**config.mk**
```make
export PLATFORM = sky130hd
export DESIGN_NAME = rpd_remote_pulse_width_decoder
export DESIGN_NICKNAME = d
export VERILOG_FILES = /design/src/logic/rpd_remote_pulse_width_decoder.v
export VERILOG_INCLUDE_DIRS = /design/src /design/src/logic
export SDC_FILE = /design/constraint.sdc
export NUM_CORES = 1
export LEC_CHECK = 0
export BUFFER_PORTS_ARGS = -buffer_cell sky130_fd_sc_hd__buf_2
export CORE_MARGIN = 2
export CORE_UTILIZATION = 30
export DETAILED_ROUTE_END_ITERATION = 7
export PLACE_DENSITY = 0.55
export SLEW_MARGIN = 20
export SYNTH_ARGS = -nofsm -noshare
export SYNTH_HDL_FRONTEND = slang
export SYNTH_SLANG_ARGS = --single-unit
export TNS_END_PERCENT = 20
```
**constraint.sdc**
```tcl
create_clock -name clk_sys -period 2.56 [get_ports clk_sys]
set_input_delay 0.256 -clock clk_sys [delete_from_list [all_inputs] [get_ports clk_sys]]
set_output_delay 0.256 -clock clk_sys [all_outputs]
set_load 0.01 [all_outputs]
```
**src/logic/rpd_regs.vh**
```
`ifndef RPD_REGS_VH
`define RPD_REGS_VH
`define RPD_OFF_CTRL_A 12'hFE8
`define RPD_OFF_CTRL_B 12'hFE9
`define RPD_OFF_CAPTURE 12'hFEA
`define RPD_OFF_DATA 12'hFEB
`define RPD_OFF_STATUS 12'hFEC
`define RPD_ADDR_CTRL_A 14'h3FA0
`define RPD_ADDR_CTRL_B 14'h3FA4
`define RPD_ADDR_CAPTURE 14'h3FA8
`define RPD_ADDR_DATA 14'h3FAC
`define RPD_ADDR_STATUS 14'h3FB0
`define RPD_RST_CTRL_A 8'h00
`define RPD_RST_CTRL_B 8'h00
`define RPD_CLKSEL_MSB 7
`define RPD_CLKSEL_LSB 6
`define RPD_POL_BIT 5
`define RPD_SRC_MSB 4
`define RPD_SRC_LSB 3
`define RPD_NF_MSB 2
`define RPD_NF_LSB 0
`define RPD_THR_MSB 7
`define RPD_THR_LSB 4
`define RPD_RUN_BIT 3
`define RPD_EN_BIT 2
`define RPD_MODE_MSB 1
`define RPD_MODE_LSB 0
`define RPD_SRC_RISE 2'h0
`define RPD_SRC_FALL 2'h1
`define RPD_SRC_BOTH 2'h2
`define RPD_SRC_RXEND 2'h3
`define RPD_PRESC_W 12
`define RPD_NF_LIM1 16'h001B
`define RPD_NF_LIM2 16'h00DF
`define RPD_NF_LIM3 16'h01BF
`define RPD_NF_LIM4 16'h037F
`define RPD_NF_LIM5 16'h06FF
`define RPD_NF_LIM6 16'h1BFF
`define RPD_NF_LIM7 16'h37FF
`endif

```
**src/logic/rpd_remote_pulse_width_decoder.v**
```verilog
`timescale 1ns/1ps
`include "rpd_regs.vh"
module rpd_remote_pulse_width_decoder #(
   parameter NF_W = 16
) (
   input wire clk_sys,
   input wire rst,
   input wire clkEn,
   input wire remoteSignalInput,
   input wire psel,
   input wire penable,
   input wire pwrite,
   input wire [13:0] paddr,
   input wire [31:0] pwdata,
   output wire pready,
   output wire pslverr,
   output reg [31:0] prdata,
   output wire externalInterruptThree
);
   reg [7:0] ctrlA_q;
   reg [7:0] ctrlB_q;
   reg [7:0] capture_q;
   reg [7:0] dataBuf_q;
   reg [3:0] bitCount_q;
   reg overflow_q;
   reg [7:0] counter_q;
   reg counting_q;
   reg [`RPD_PRESC_W-1:0] presc_q;
   reg sync1_q;
   reg sync2_q;
   reg filt_q;
   reg filtPrev_q;
   reg [NF_W-1:0] nfCnt_q;
   reg irq_q;
   reg rxEnded_q;
   wire [1:0] clkSel = ctrlA_q[`RPD_CLKSEL_MSB:`RPD_CLKSEL_LSB];
   wire pol = ctrlA_q[`RPD_POL_BIT];
   wire [1:0] src = ctrlA_q[`RPD_SRC_MSB:`RPD_SRC_LSB];
   wire [2:0] nfSel = ctrlA_q[`RPD_NF_MSB:`RPD_NF_LSB];
   wire [3:0] thr = ctrlB_q[`RPD_THR_MSB:`RPD_THR_LSB];
   wire enable = ctrlB_q[`RPD_EN_BIT];
   wire [1:0] mode = ctrlB_q[`RPD_MODE_MSB:`RPD_MODE_LSB];
   wire wrEn = psel & penable & pwrite;
   wire wrA = wrEn & (paddr == `RPD_ADDR_CTRL_A);
   wire wrB = wrEn & (paddr == `RPD_ADDR_CTRL_B);
   wire runWrite1 = wrB & pwdata[`RPD_RUN_BIT];
   wire runWrite0 = wrB & ~pwdata[`RPD_RUN_BIT];
   assign pready = 1'b1;
   assign pslverr = 1'b0;
   assign externalInterruptThree = irq_q;

   // Two-stage synchroniser ahead of everything else
   always @(posedge clk_sys or posedge rst) begin
      if (rst) begin
         sync1_q <= 1'b0;
         sync2_q <= 1'b0;
      end else if (clkEn) begin
         sync1_q <= remoteSignalInput;
         sync2_q <= sync1_q;
      end
   end

   // Noise filter: level must hold for the reject window before it passes
   reg [15:0] nfLimit;
   always @* begin
      case (nfSel)
         3'h1: nfLimit = `RPD_NF_LIM1;
         3'h2: nfLimit = `RPD_NF_LIM2;
         3'h3: nfLimit = `RPD_NF_LIM3;
         3'h4: nfLimit = `RPD_NF_LIM4;
         3'h5: nfLimit = `RPD_NF_LIM5;
         3'h6: nfLimit = `RPD_NF_LIM6;
         3'h7: nfLimit = `RPD_NF_LIM7;
         default: nfLimit = 16'h0000;
      endcase
   end
   always @(posedge clk_sys or posedge rst) begin
      if (rst) begin
         filt_q <= 1'b0;
         nfCnt_q <= {NF_W{1'b0}};
      end else if (clkEn) begin
         if (nfSel == 3'h0) begin
            filt_q <= sync2_q;
            nfCnt_q <= {NF_W{1'b0}};
         end else if (sync2_q == filt_q) begin
            nfCnt_q <= {NF_W{1'b0}};
         end else if (nfCnt_q >= nfLimit) begin
            filt_q <= sync2_q;
            nfCnt_q <= {NF_W{1'b0}};
         end else begin
            nfCnt_q <= nfCnt_q + 1'b1;
         end
      end
   end

   // Polarity applied after filtering
   wire sig = filt_q ^ pol;
   wire sigPrev = filtPrev_q ^ pol;
   wire riseEv = enable & sig & ~sigPrev;
   wire fallEv = enable & ~sig & sigPrev;

   // Prescaler tap per clock select
   reg tick;
   always @* begin
      case (clkSel)
         2'h0: tick = (presc_q[5:0] == 6'h3F);
         2'h1: tick = (presc_q[7:0] == 8'hFF);
         2'h2: tick = (presc_q[9:0] == 10'h3FF);
         default: tick = (presc_q == 12'hFFF);
      endcase
   end

   // Measurement point per source and mode
   reg measEv;
   always @* begin
      case (src)
         `RPD_SRC_RISE: measEv = (mode == 2'h1) ? fallEv : riseEv;
         `RPD_SRC_FALL: measEv = (mode == 2'h1) ? riseEv : fallEv;
         `RPD_SRC_BOTH: measEv = riseEv | fallEv;
         default: measEv = riseEv;
      endcase
   end
   // Receive mode decides and stores on the active rise for all four mode values
   wire rxMode = (src == `RPD_SRC_RXEND);
   wire bitVal = (counter_q[7:4] >= thr);
   wire storeEv = rxMode & riseEv;
   wire ovfEv = counting_q & tick & (counter_q == 8'hFF);

   always @(posedge clk_sys or posedge rst) begin
      if (rst) begin
         ctrlA_q <= `RPD_RST_CTRL_A;
         ctrlB_q <= `RPD_RST_CTRL_B;
         capture_q <= 8'h00;
         dataBuf_q <= 8'h00;
         bitCount_q <= 4'h0;
         overflow_q <= 1'b0;
         counter_q <= 8'h00;
         counting_q <= 1'b0;
         presc_q <= {`RPD_PRESC_W{1'b0}};
         filtPrev_q <= 1'b0;
         irq_q <= 1'b0;
         rxEnded_q <= 1'b0;
      end else if (clkEn) begin
         filtPrev_q <= filt_q;
         presc_q <= presc_q + 1'b1;
         irq_q <= 1'b0;
         if (wrA)
            ctrlA_q <= pwdata[7:0];
         if (wrB)
            ctrlB_q <= pwdata[7:0];
         if (!enable) begin
            irq_q <= 1'b0;
         end else if (src != `RPD_SRC_RXEND) begin
            irq_q <= (src == `RPD_SRC_RISE) ? riseEv :
               (src == `RPD_SRC_FALL) ? fallEv : (riseEv | fallEv);
         end
         if (runWrite0) begin
            counting_q <= 1'b0;
            counter_q <= 8'h00;
         end else if (runWrite1) begin
            counting_q <= 1'b1;
            counter_q <= 8'h00;
            presc_q <= {`RPD_PRESC_W{1'b0}};
            overflow_q <= 1'b0;
         end else if (ovfEv & enable) begin
            counter_q <= 8'h00;
            counting_q <= 1'b0;
            overflow_q <= 1'b1;
            irq_q <= 1'b1;
         end else if (counting_q & enable & measEv) begin
            capture_q <= counter_q;
            counter_q <= 8'h00;
            if (storeEv) begin
               dataBuf_q <= {bitVal, dataBuf_q[7:1]};
               if (rxEnded_q | (bitCount_q == 4'h8)) begin
                  bitCount_q <= 4'h1;
                  rxEnded_q <= 1'b0;
               end else begin
                  bitCount_q <= bitCount_q + 1'b1;
                  if (bitCount_q == 4'h7) begin
                     irq_q <= 1'b1;
                     rxEnded_q <= 1'b1;
                  end
               end
            end
         end else if (counting_q & tick & enable) begin
            counter_q <= counter_q + 1'b1;
         end
      end
   end

   // Reads are combinational; single-cycle access, no wait states
   always @* begin
      case (paddr)
         `RPD_ADDR_CTRL_A: prdata = {24'h000000, ctrlA_q};
         `RPD_ADDR_CTRL_B: prdata = {24'h000000, ctrlB_q[7:4], counting_q, ctrlB_q[2:0]};
         `RPD_ADDR_CAPTURE: prdata = {24'h000000, capture_q};
         `RPD_ADDR_DATA: prdata = {24'h000000, dataBuf_q};
         `RPD_ADDR_STATUS: prdata = {24'h000000, bitCount_q, 1'b0, overflow_q,
            bitVal, filt_q};
         default: prdata = 32'h00000000;
      endcase
   end
endmodule

```
# ---- Word level (Yosys, flattened, before mapping)
# Cells that the tools add are included.
dict set report classes {
  add_sub_neg 4
  magnitude_cmp 2
  n_eq_ne 28
  n_mux 38
  n_bitwise 27
  reduce_logical 17
}
# op n
set op_table {}
lappend op_table {{$pmux 14 s7} 1}
lappend op_table {{$eq 14x14->1 const B} 5}
lappend op_table {{$mux 16} 3}
lappend op_table {{$mux 8} 5}
lappend op_table {{$pmux 8 s5} 1}
lappend op_table {{$mux 12} 2}
lappend op_table {{$mux 1} 23}
lappend op_table {{$and 1x1->1} 17}
lappend op_table {{$add 16x1->16 const B} 1}
lappend op_table {{$eq 8x8->1 const B} 2}
lappend op_table {{$ge 16x16->1} 1}
lappend op_table {{$add 12x1->12 const B} 1}
lappend op_table {{$eq 12x12->1 const B} 1}
lappend op_table {{$eq 3x3->1 const B} 4}
lappend op_table {{$eq 10x10->1 const B} 1}
lappend op_table {{$add 8x1->8 const B} 1}
lappend op_table {{$reduce_and 2->1} 4}
lappend op_table {{$reduce_and 7->1} 1}
lappend op_table {{$eq 2x1->1 const B} 3}
lappend op_table {{$eq 2x2->1 const B} 3}
lappend op_table {{$eq 3x2->1 const B} 2}
lappend op_table {{$eq 6x6->1 const B} 1}
lappend op_table {{$not 1->1} 6}
lappend op_table {{$pmux 1 s3} 2}
lappend op_table {{18 further kinds} 25}
dict set report word_totals {
  ff_bits 80
  input_bits 53
  output_inout_bits 35
  wordCells 132
}

# ---- Logic depth before layout (Yosys ltp)
# Gate-level depths: netlist (run 1).
dict set report depth {
  depth_word 16
  mapped_depth 13
  ltp_nobuf 11
}

# ---- Worst setup path after synthesis (run 1)
# No wires, ideal clock.
dict set report synth_path {
  path_kind {reg-to-reg}
  startpoint {reg ctrlA_q[1]}
  endpoint {reg nfCnt_q[4]}
  setup_time_ns 0.065
  arrival_time_ns 2.742
  t_required_ns 2.495
  path_slack_ns -0.247
  stages_incl_launch_ff 13
  n_path_buf 2
  synth_period_minus_slack_ns 2.807
  cell_sequence {dfrtp_1 > clkbuf_1 > nor2_1 > nand2_1 > inv_1 > ha_1 > a2111oi_0 > o21ai_0 > a2111oi_0 > o211ai_1 > clkbuf_1 > o21ai_0 > a22o_1}
}
dict set report synth_between {
  elab_chain_len 6
  elab_cells_between_ends 13
  cone_classes {order compare: 1; eq/ne: 7; mux: 4; reduce/logical: 1}
}
# item line
set synth_lines {}
lappend synth_lines {{start, declared} rpd_remote_pulse_width_decoder.v:20} ;# reg [7:0] ctrlA_q;
lappend synth_lines {{start signal, assigned} rpd_remote_pulse_width_decoder.v:131} ;# ctrlA_q <= `RPD_RST_CTRL_A;
lappend synth_lines {{start signal, assigned} rpd_remote_pulse_width_decoder.v:148} ;# ctrlA_q <= pwdata[7:0];
lappend synth_lines {{$eq 3x3->1, or another cell as far along} rpd_remote_pulse_width_decoder.v:66} ;# case (nfSel)
lappend synth_lines {{$pmux 14 s7} rpd_remote_pulse_width_decoder.v:66}
lappend synth_lines {{$ge 16x16->1} rpd_remote_pulse_width_decoder.v:87} ;# end else if (nfCnt_q >= nfLimit) begin
lappend synth_lines {{$mux 16} rpd_remote_pulse_width_decoder.v:87}
lappend synth_lines {{$mux 16} rpd_remote_pulse_width_decoder.v:85} ;# end else if (sync2_q == filt_q) begin
lappend synth_lines {{$mux 16 *} rpd_remote_pulse_width_decoder.v:82} ;# if (nfSel == 3'h0) begin
lappend synth_lines {{end signal, assigned} rpd_remote_pulse_width_decoder.v:84} ;# nfCnt_q <= {NF_W{1'b0}};
lappend synth_lines {{end signal, assigned} rpd_remote_pulse_width_decoder.v:86} ;# nfCnt_q <= {NF_W{1'b0}};
lappend synth_lines {{end signal, assigned} rpd_remote_pulse_width_decoder.v:89} ;# nfCnt_q <= {NF_W{1'b0}};
lappend synth_lines {{end, declared} rpd_remote_pulse_width_decoder.v:33} ;# reg [NF_W-1:0] nfCnt_q;
# Every way passes the cells marked *; elsewhere a longest branch is shown, timed or not.
# A chain may end at the register's enable or synchronous reset.

# ---- Worst setup path after layout (run 1)
dict set report layout_path {
  startpoint {reg ctrlA_q[2]}
  endpoint {reg nfCnt_q[1]}
}
# Same word-level chain as after synthesis.

==> results of run 1 <==
==> cells by family after synthesis <==
group           after synthesis  synth area share
xor+xnor                     13            0.0239
mux                          43             0.104
compound gates              101             0.146
other cells                   2           0.00158
fa+ha+maj                    23            0.0605
simple gates                162             0.167
flops                        79             0.416
buf+inv                      71            0.0810
==> worst reg2reg max path: stages (launching register included) <==
cell and delay [ns]:
dfrtp_1 0.39, nor2_2 0.14, nand2_2 0.08, inv_2 0.09, ha_4 0.21, a2111oi_4 0.32
o21ai_1 0.13, a2111oi_2 0.45, o211ai_1 0.22, buf_4 0.23, buf_4 0.14, o2bb2ai_2 0.12
==> power breakdown <==
group	internal (mW)	switching (mW)	total, mW
combinational	0.106	0.147	0.253
clock	0.846	0.508	1.35
sequential	1.30	0.0541	1.36
total	2.25	0.709	2.96
==> flip-flops by register name (all words and copies together), names as in the netlist <==
signal / cells
ctrlA_q: 8
overflow_q: 1
filtPrev_q: 1
ctrlB_q: 7
counting_q: 1
capture_q: 8
externalInterruptThree: 1
dataBuf_q: 8
sync2_q: 1
nfCnt_q: 16
sync1_q: 1
filt_q: 1
rxEnded_q: 1
counter_q: 8
presc_q: 12
bitCount_q: 4
==> cell type report <==
type                       instances  share of cell area
inverter                          27              0.0180
timing repair buffer              69              0.0794
multi-input combinational        368               0.454
clock buffer                       9              0.0395
tap                              216              0.0474
sequential                        79               0.346
clock inverter                     5              0.0149
==> cell usage in the layout, fill, tap and decap left out, types with 3 or more instances in the layout <==
cell,n
dfrtp_1,79
nor2_1,44
nand2_1,39
buf_2,37
mux2_2,35
buf_4,27
conb_1,26
inv_1,24
ha_1,21
o21ai_0,18
nand3_1,16
a21oi_1,13
a22o_1,13
and3_1,11
nor2b_1,10
nor3_1,9
xor2_1,9
clkbuf_16,9
nand4_1,7
o21ai_2,7
a22oi_1,7
a222oi_1,6
mux2i_1,5
nand2b_1,5
o21ai_1,5
xnor2_1,4
buf_6,4
o21a_1,3
nor3b_1,3
o221ai_1,3
a21o_1,3
nor2_2,3
o2bb2ai_2,3
and2_1,3
a31oi_1,3
==> metal layers <==
| layer | vias up | global-route usage | share of wire |
|---|---|---|---|
| met5 | - | 0 | 0 |
| met4 | 0 | 0.0607 | 0.029 |
| met3 | 20 | 0.0316 | 0.034 |
| met2 | 92 | 0.245 | 0.49 |
| met1 | 1904 | 0.179 | 0.44 |
| li1 | 1839 | - | - |
==> final timing paths <==
path | start | to | depth (start not counted)
setup / recovery | ctrlA_q[2] | nfCnt_q[1] | 11
setup reg to reg | ctrlA_q[2] | nfCnt_q[1] | 11
hold reg to reg | nfCnt_q[15] | nfCnt_q[15] | 1
hold / removal | rst | nfCnt_q[0] | 2
max in group asynchronous | rst | ctrlA_q[6] | 3
min in group clk_sys | remoteSignalInput | sync1_q | 2
==> what timing repair did <==
item	CTS	global route
setup buffers	0	4
setup endpoints to repair	13	39
pin swaps	1	18
gates resized for setup	4	34
cloned	0	1
==> through the flow <==
step           power, mW  instances  setup TNS (ns)  cell area, um2  setup slack [ns]
4_1_cts             2.99        768        -0.00434            5550          -0.00434
2_1_floorplan       1.56        518          -0.132            4860           -0.0340
3_3_place_gp        1.61        754               0            5240           0.00850
5_1_grt             3.11        773           -2.59            5710            -0.180
3_5_place_dp        1.63        754          -0.515            5240           -0.0912
6_report            2.96        773          -0.195            5710           -0.0329
==> run summary, run 1 <==
outcome = complete, but fails checks
violated checks = hold timing, setup timing
commonest cells in the synthesized netlist = dfrtp_1, nor2_1, nand2_1
clock root cell = clkbuf_16
Finished Core Util = 0.363
vias in the first global route = 4000
post-route ant nets = 0
Cells after Synth = 494
Cell variety after synth = 55
Skew-Pair Late Insertion Delay = 0.33 ns
Nets = 630
Layout area overhead = 20.0%
chip width = 130 um
flop-to-flop setup slack = -0.03 ns
crit-path max FO = 7
total CTS buffers = 9
Relative slew margins = 0.569
P_leak = 2.71 nW
initial antenna violation count = 0
Max clock buf depth = 2
largest net degree at the start of global routing = 46
largest cells by area after synthesis = dfrtp_1, mux2_2, ha_1
register area = 0.00198 mm2
Routed wire per std cell = 14.7 um
Crit Path Class = flop to flop
Starting Density = 0.303
critical-path cell list = nor2_2 -> nand2_2 -> inv_2 -> ha_4 -> a2111oi_4 -> o21ai_1 -> a2111oi_2 -> o211ai_1 -> buf_4 -> buf_4 -> o2bb2ai_2
Post-Route WL = 11300 um
CTS tree = built
Top FF cell, synth = dfrtp_1
GR Util All Layers = 0.145
worst setup margin = -0.0329 ns
RSZ-0062 raised after global routing = yes
Critical Path Source Type = flop
critical path arrival = 2.86 ns
PD cells = 519 mW/mm2
io pins = 88
Top cell by count, worst path = buf_4
via count = 3855
Mean Syn Cell Area = 9.63 um2
top cell type's share of synthesized area = 0.416
FFs w/ async S/R, synth = 1.00
# Max-Cap Violations = 0
grt total ovfl = 0
DRC viols = 0
global-route wire length before repair = 19400 um
CP Buf/Inv Count = 3
crit path capture type = flop
# setup viols final = 12
I/O Buffers = 37
gpl congestion = 0.791
Die Y = 130 um
HP Class = primary input to async pin
dominant cell type by area after synthesis = dfrtp_1
Max Fclk = 386 MHz
Ys Warns = 0
Worst Hold Slack = -0.0151 ns
register clock-pin slew on the reported worst setup and hold paths = 0.06 ns
final number of hold-violating endpoints = 13
count leader, synth = dfrtp_1
CP required = 2.83 ns
sequential share of the synthesized area = 0.416
fillers = 1577
worst vdd ir = 286 uV
H-tree depth = 3
delay-heaviest family, CP = compound AO/OA/AOI/OAI gates
CTS sink count = 79
row cnt = 46
Max Clock Skew = 0.00537 ns
core area = 0.0157 mm2
ANT cells = 0
Final min period = 2.59 ns
share of layout cells above drive strength 1 = 0.264
initial drt markers = 275
Via density = 4.99
Post-Syn Area = 0.00476 mm2
worst-path cell with the longest stage delay = a2111oi_2
cts hold-fix bufs = 0
period utilisation layout = 1.01
die area = 0.0169 mm2
count of pins over their slew limit = 0
DR pass1 iterations = 4
CP peak stage delay = 0.45 ns
Yosys reg bits = 79
actual slew at the worst max-slew pin = 0.646 ns
DP Wirelength = 8400 um
EDFF count, synth = 0
multi-input logic area = 0.00259 mm2
(Power assumes the default switching activity.)
==> run 2: changes to the inputs <==
--- a/config.mk
+++ b/config.mk
@@ -9,6 +9,7 @@
 export BUFFER_PORTS_ARGS = -buffer_cell sky130_fd_sc_hd__buf_2
 export CORE_MARGIN = 2
 export CORE_UTILIZATION = 30
+export CTS_BUF_LIST = sky130_fd_sc_hd__clkbuf_8
 export DETAILED_ROUTE_END_ITERATION = 7
 export PLACE_DENSITY = 0.55
 export SLEW_MARGIN = 20
==> run 2 against run 1 <==
Against the previous run:
- wire length up 1.0%
- clock power is 25% lower
- sequential power is essentially flat
- the flow now finishes without violations
- sequential share of layout area is 0.14 points higher
- first-iteration DRC count decreased by 23%
- total power decreased by 12%
- combinational power about the same
==> run summary, run 2 (synthesized netlist as in run 1, its figures left out) <==
worst slack at placement = -0.0912 ns
Critical Path Source Type = flop
initial antenna violation count = 0
chip width = 130 um
Relative slew margins = 0.561
DR pass1 iterations = 5
Routed wire per std cell = 14.8 um
largest net degree at the start of global routing = 46
share of layout cells above drive strength 1 = 0.274
max reg flops = 16
I/O Buffers = 37
DP Wirelength = 8400 um
CTS tree = built
outcome = finished, final reports clean
H-tree depth = 3
io pins = 88
Post-Route M1 WL = 5030 um
Starting Density = 0.303
fillers = 1576
CTS sink count = 79
row cnt = 46
register clock-pin slew on the reported worst setup and hold paths = 0.08 ns
# Max-Cap Violations = 0
Post-Route WL = 11500 um
crit path capture type = flop
count of pins over their slew limit = 0
worst setup margin = 0.0140 ns
Die Y = 130 um
clock root cell = clkbuf_8
P_leak = 2.68 nW
register area = 0.00198 mm2
Crit Path Class = flop to flop
crit-path max FO = 7
PD cells = 461 mW/mm2
Nets = 632
grt total ovfl = 0
multi-input logic area = 0.00264 mm2
core area = 0.0157 mm2
HP Class = primary input to flop
actual slew at the worst max-slew pin = 0.658 ns
period utilisation layout = 0.995
Layout area overhead = 19.5%
final number of hold-violating endpoints = 0
Via density = 4.92
critical path arrival = 2.83 ns
RSZ-0062 raised after global routing = yes
gpl congestion = 0.791
Final min period = 2.55 ns
ANT cells = 0
most common cell after layout, fill and taps aside = dfrtp_1
CP required = 2.85 ns
GR Util All Layers = 0.144
DRC viols = 0
Detail Route met2 WL = 5620 um
initial drt markers = 212
top layer in use = met4
die area = 0.0169 mm2
vias in the first global route = 3962
Max clock buf depth = 2
Top Registers = nfCnt_q x16, presc_q x12
via count = 3814
post-route ant nets = 0
worst vdd ir = 259 uV
global-route wire length before repair = 19300 um
most frequent cells in the layout = dfrtp_1, nor2_1, nand2_1
most flop-heavy register = nfCnt_q
DR WL met3 = 421 um
total CTS buffers = 9
Max Clock Skew = 0.00938 ns
Skew-Pair Late Insertion Delay = 0.36 ns
setup TNS = 0 ns
Max Fclk = 393 MHz
# setup viols final = 0
[run 2: cell types whose count changed in the layout (fill, tap and decap cells not counted), sizes merged]
cell | before | now
buf | 69 | 70
dlygate4sd3 | 0 | 1
[run 2: path summary, 6_finish.rpt]
path / start / endpoint / slack, ns / depth (start not counted)
max reg2reg: ctrlA_q[2] / nfCnt_q[13] / 0.01 / 12
min in group asynchronous: rst / nfCnt_q[0] / 0.52 / 3
max: ctrlA_q[2] / nfCnt_q[13] / 0.01 / 12
min: remoteSignalInput / sync1_q / 0.14 / 2
min reg2reg: nfCnt_q[15] / nfCnt_q[15] / 0.50 / 1
max in group asynchronous: rst / presc_q[10] / 1.40 / 4
[run 2: per-layer routing]
metal / vias up / global-route usage
met3: 26 / 0.0283
met2: 94 / 0.241
met1: 1859 / 0.180
met5: - / 0
met4: 0 / 0.0651
li1: 1835 / -
[run 2: power breakdown]
part	leakage (nW)	total, mW	internal, mW	switching, mW
clock	0.101	1.01	0.541	0.468
sequential	1.07	1.35	1.30	0.0551
combinational	1.51	0.254	0.108	0.147
total	2.68	2.62	1.95	0.670
[run 2: final cells by class]
type                            instances  share of cell area
Inverter                               27              0.0185
Clock buffer                            9              0.0218
Timing Repair Buffer                   71              0.0841
Clock inverter                          5              0.0150
Tap cell                              216              0.0476
Multi-Input combinational cell        368               0.465
Sequential cell                        79               0.348
[run 2: timing repair]
item | 4_1_cts | 5_1_grt
gates cloned | 0 | 1
pin swaps | 1 | 22
endpoints found under the setup margin | 13 | 39
buffers inserted | 0 | 5
hold endpoints to repair | 34 | 0
gates resized for setup | 4 | 46
hold buffers | 1 | 0
[run 2: critical path: stages (launching register included)]
cell and delay (ns):
dfrtp_1 0.40, nor2_2 0.14, nand2_2 0.08, inv_2 0.09, ha_4 0.21, a2111oi_4 0.29
o21ai_2 0.12, a2111oi_4 0.38, o211ai_1 0.22, buf_4 0.22, buf_6 0.12, buf_6 0.10
o2bb2ai_2 0.10
[run 2: stage by stage]
step | utilization | hold slack (ns) | std cells | power (mW) | instance area, um2
2_1_floorplan | - | 0.407 | 518 | 1.56 | 4860
3_3_place_gp | 0.334 | 0.358 | 754 | 1.61 | 5240
3_5_place_dp | 0.334 | 0.371 | 754 | 1.63 | 5240
4_1_cts | 0.348 | 0.124 | 769 | 2.64 | 5460
5_1_grt | 0.362 | 0.138 | 775 | 2.76 | 5680
6_report | 0.362 | 0.138 | 775 | 2.62 | 5680
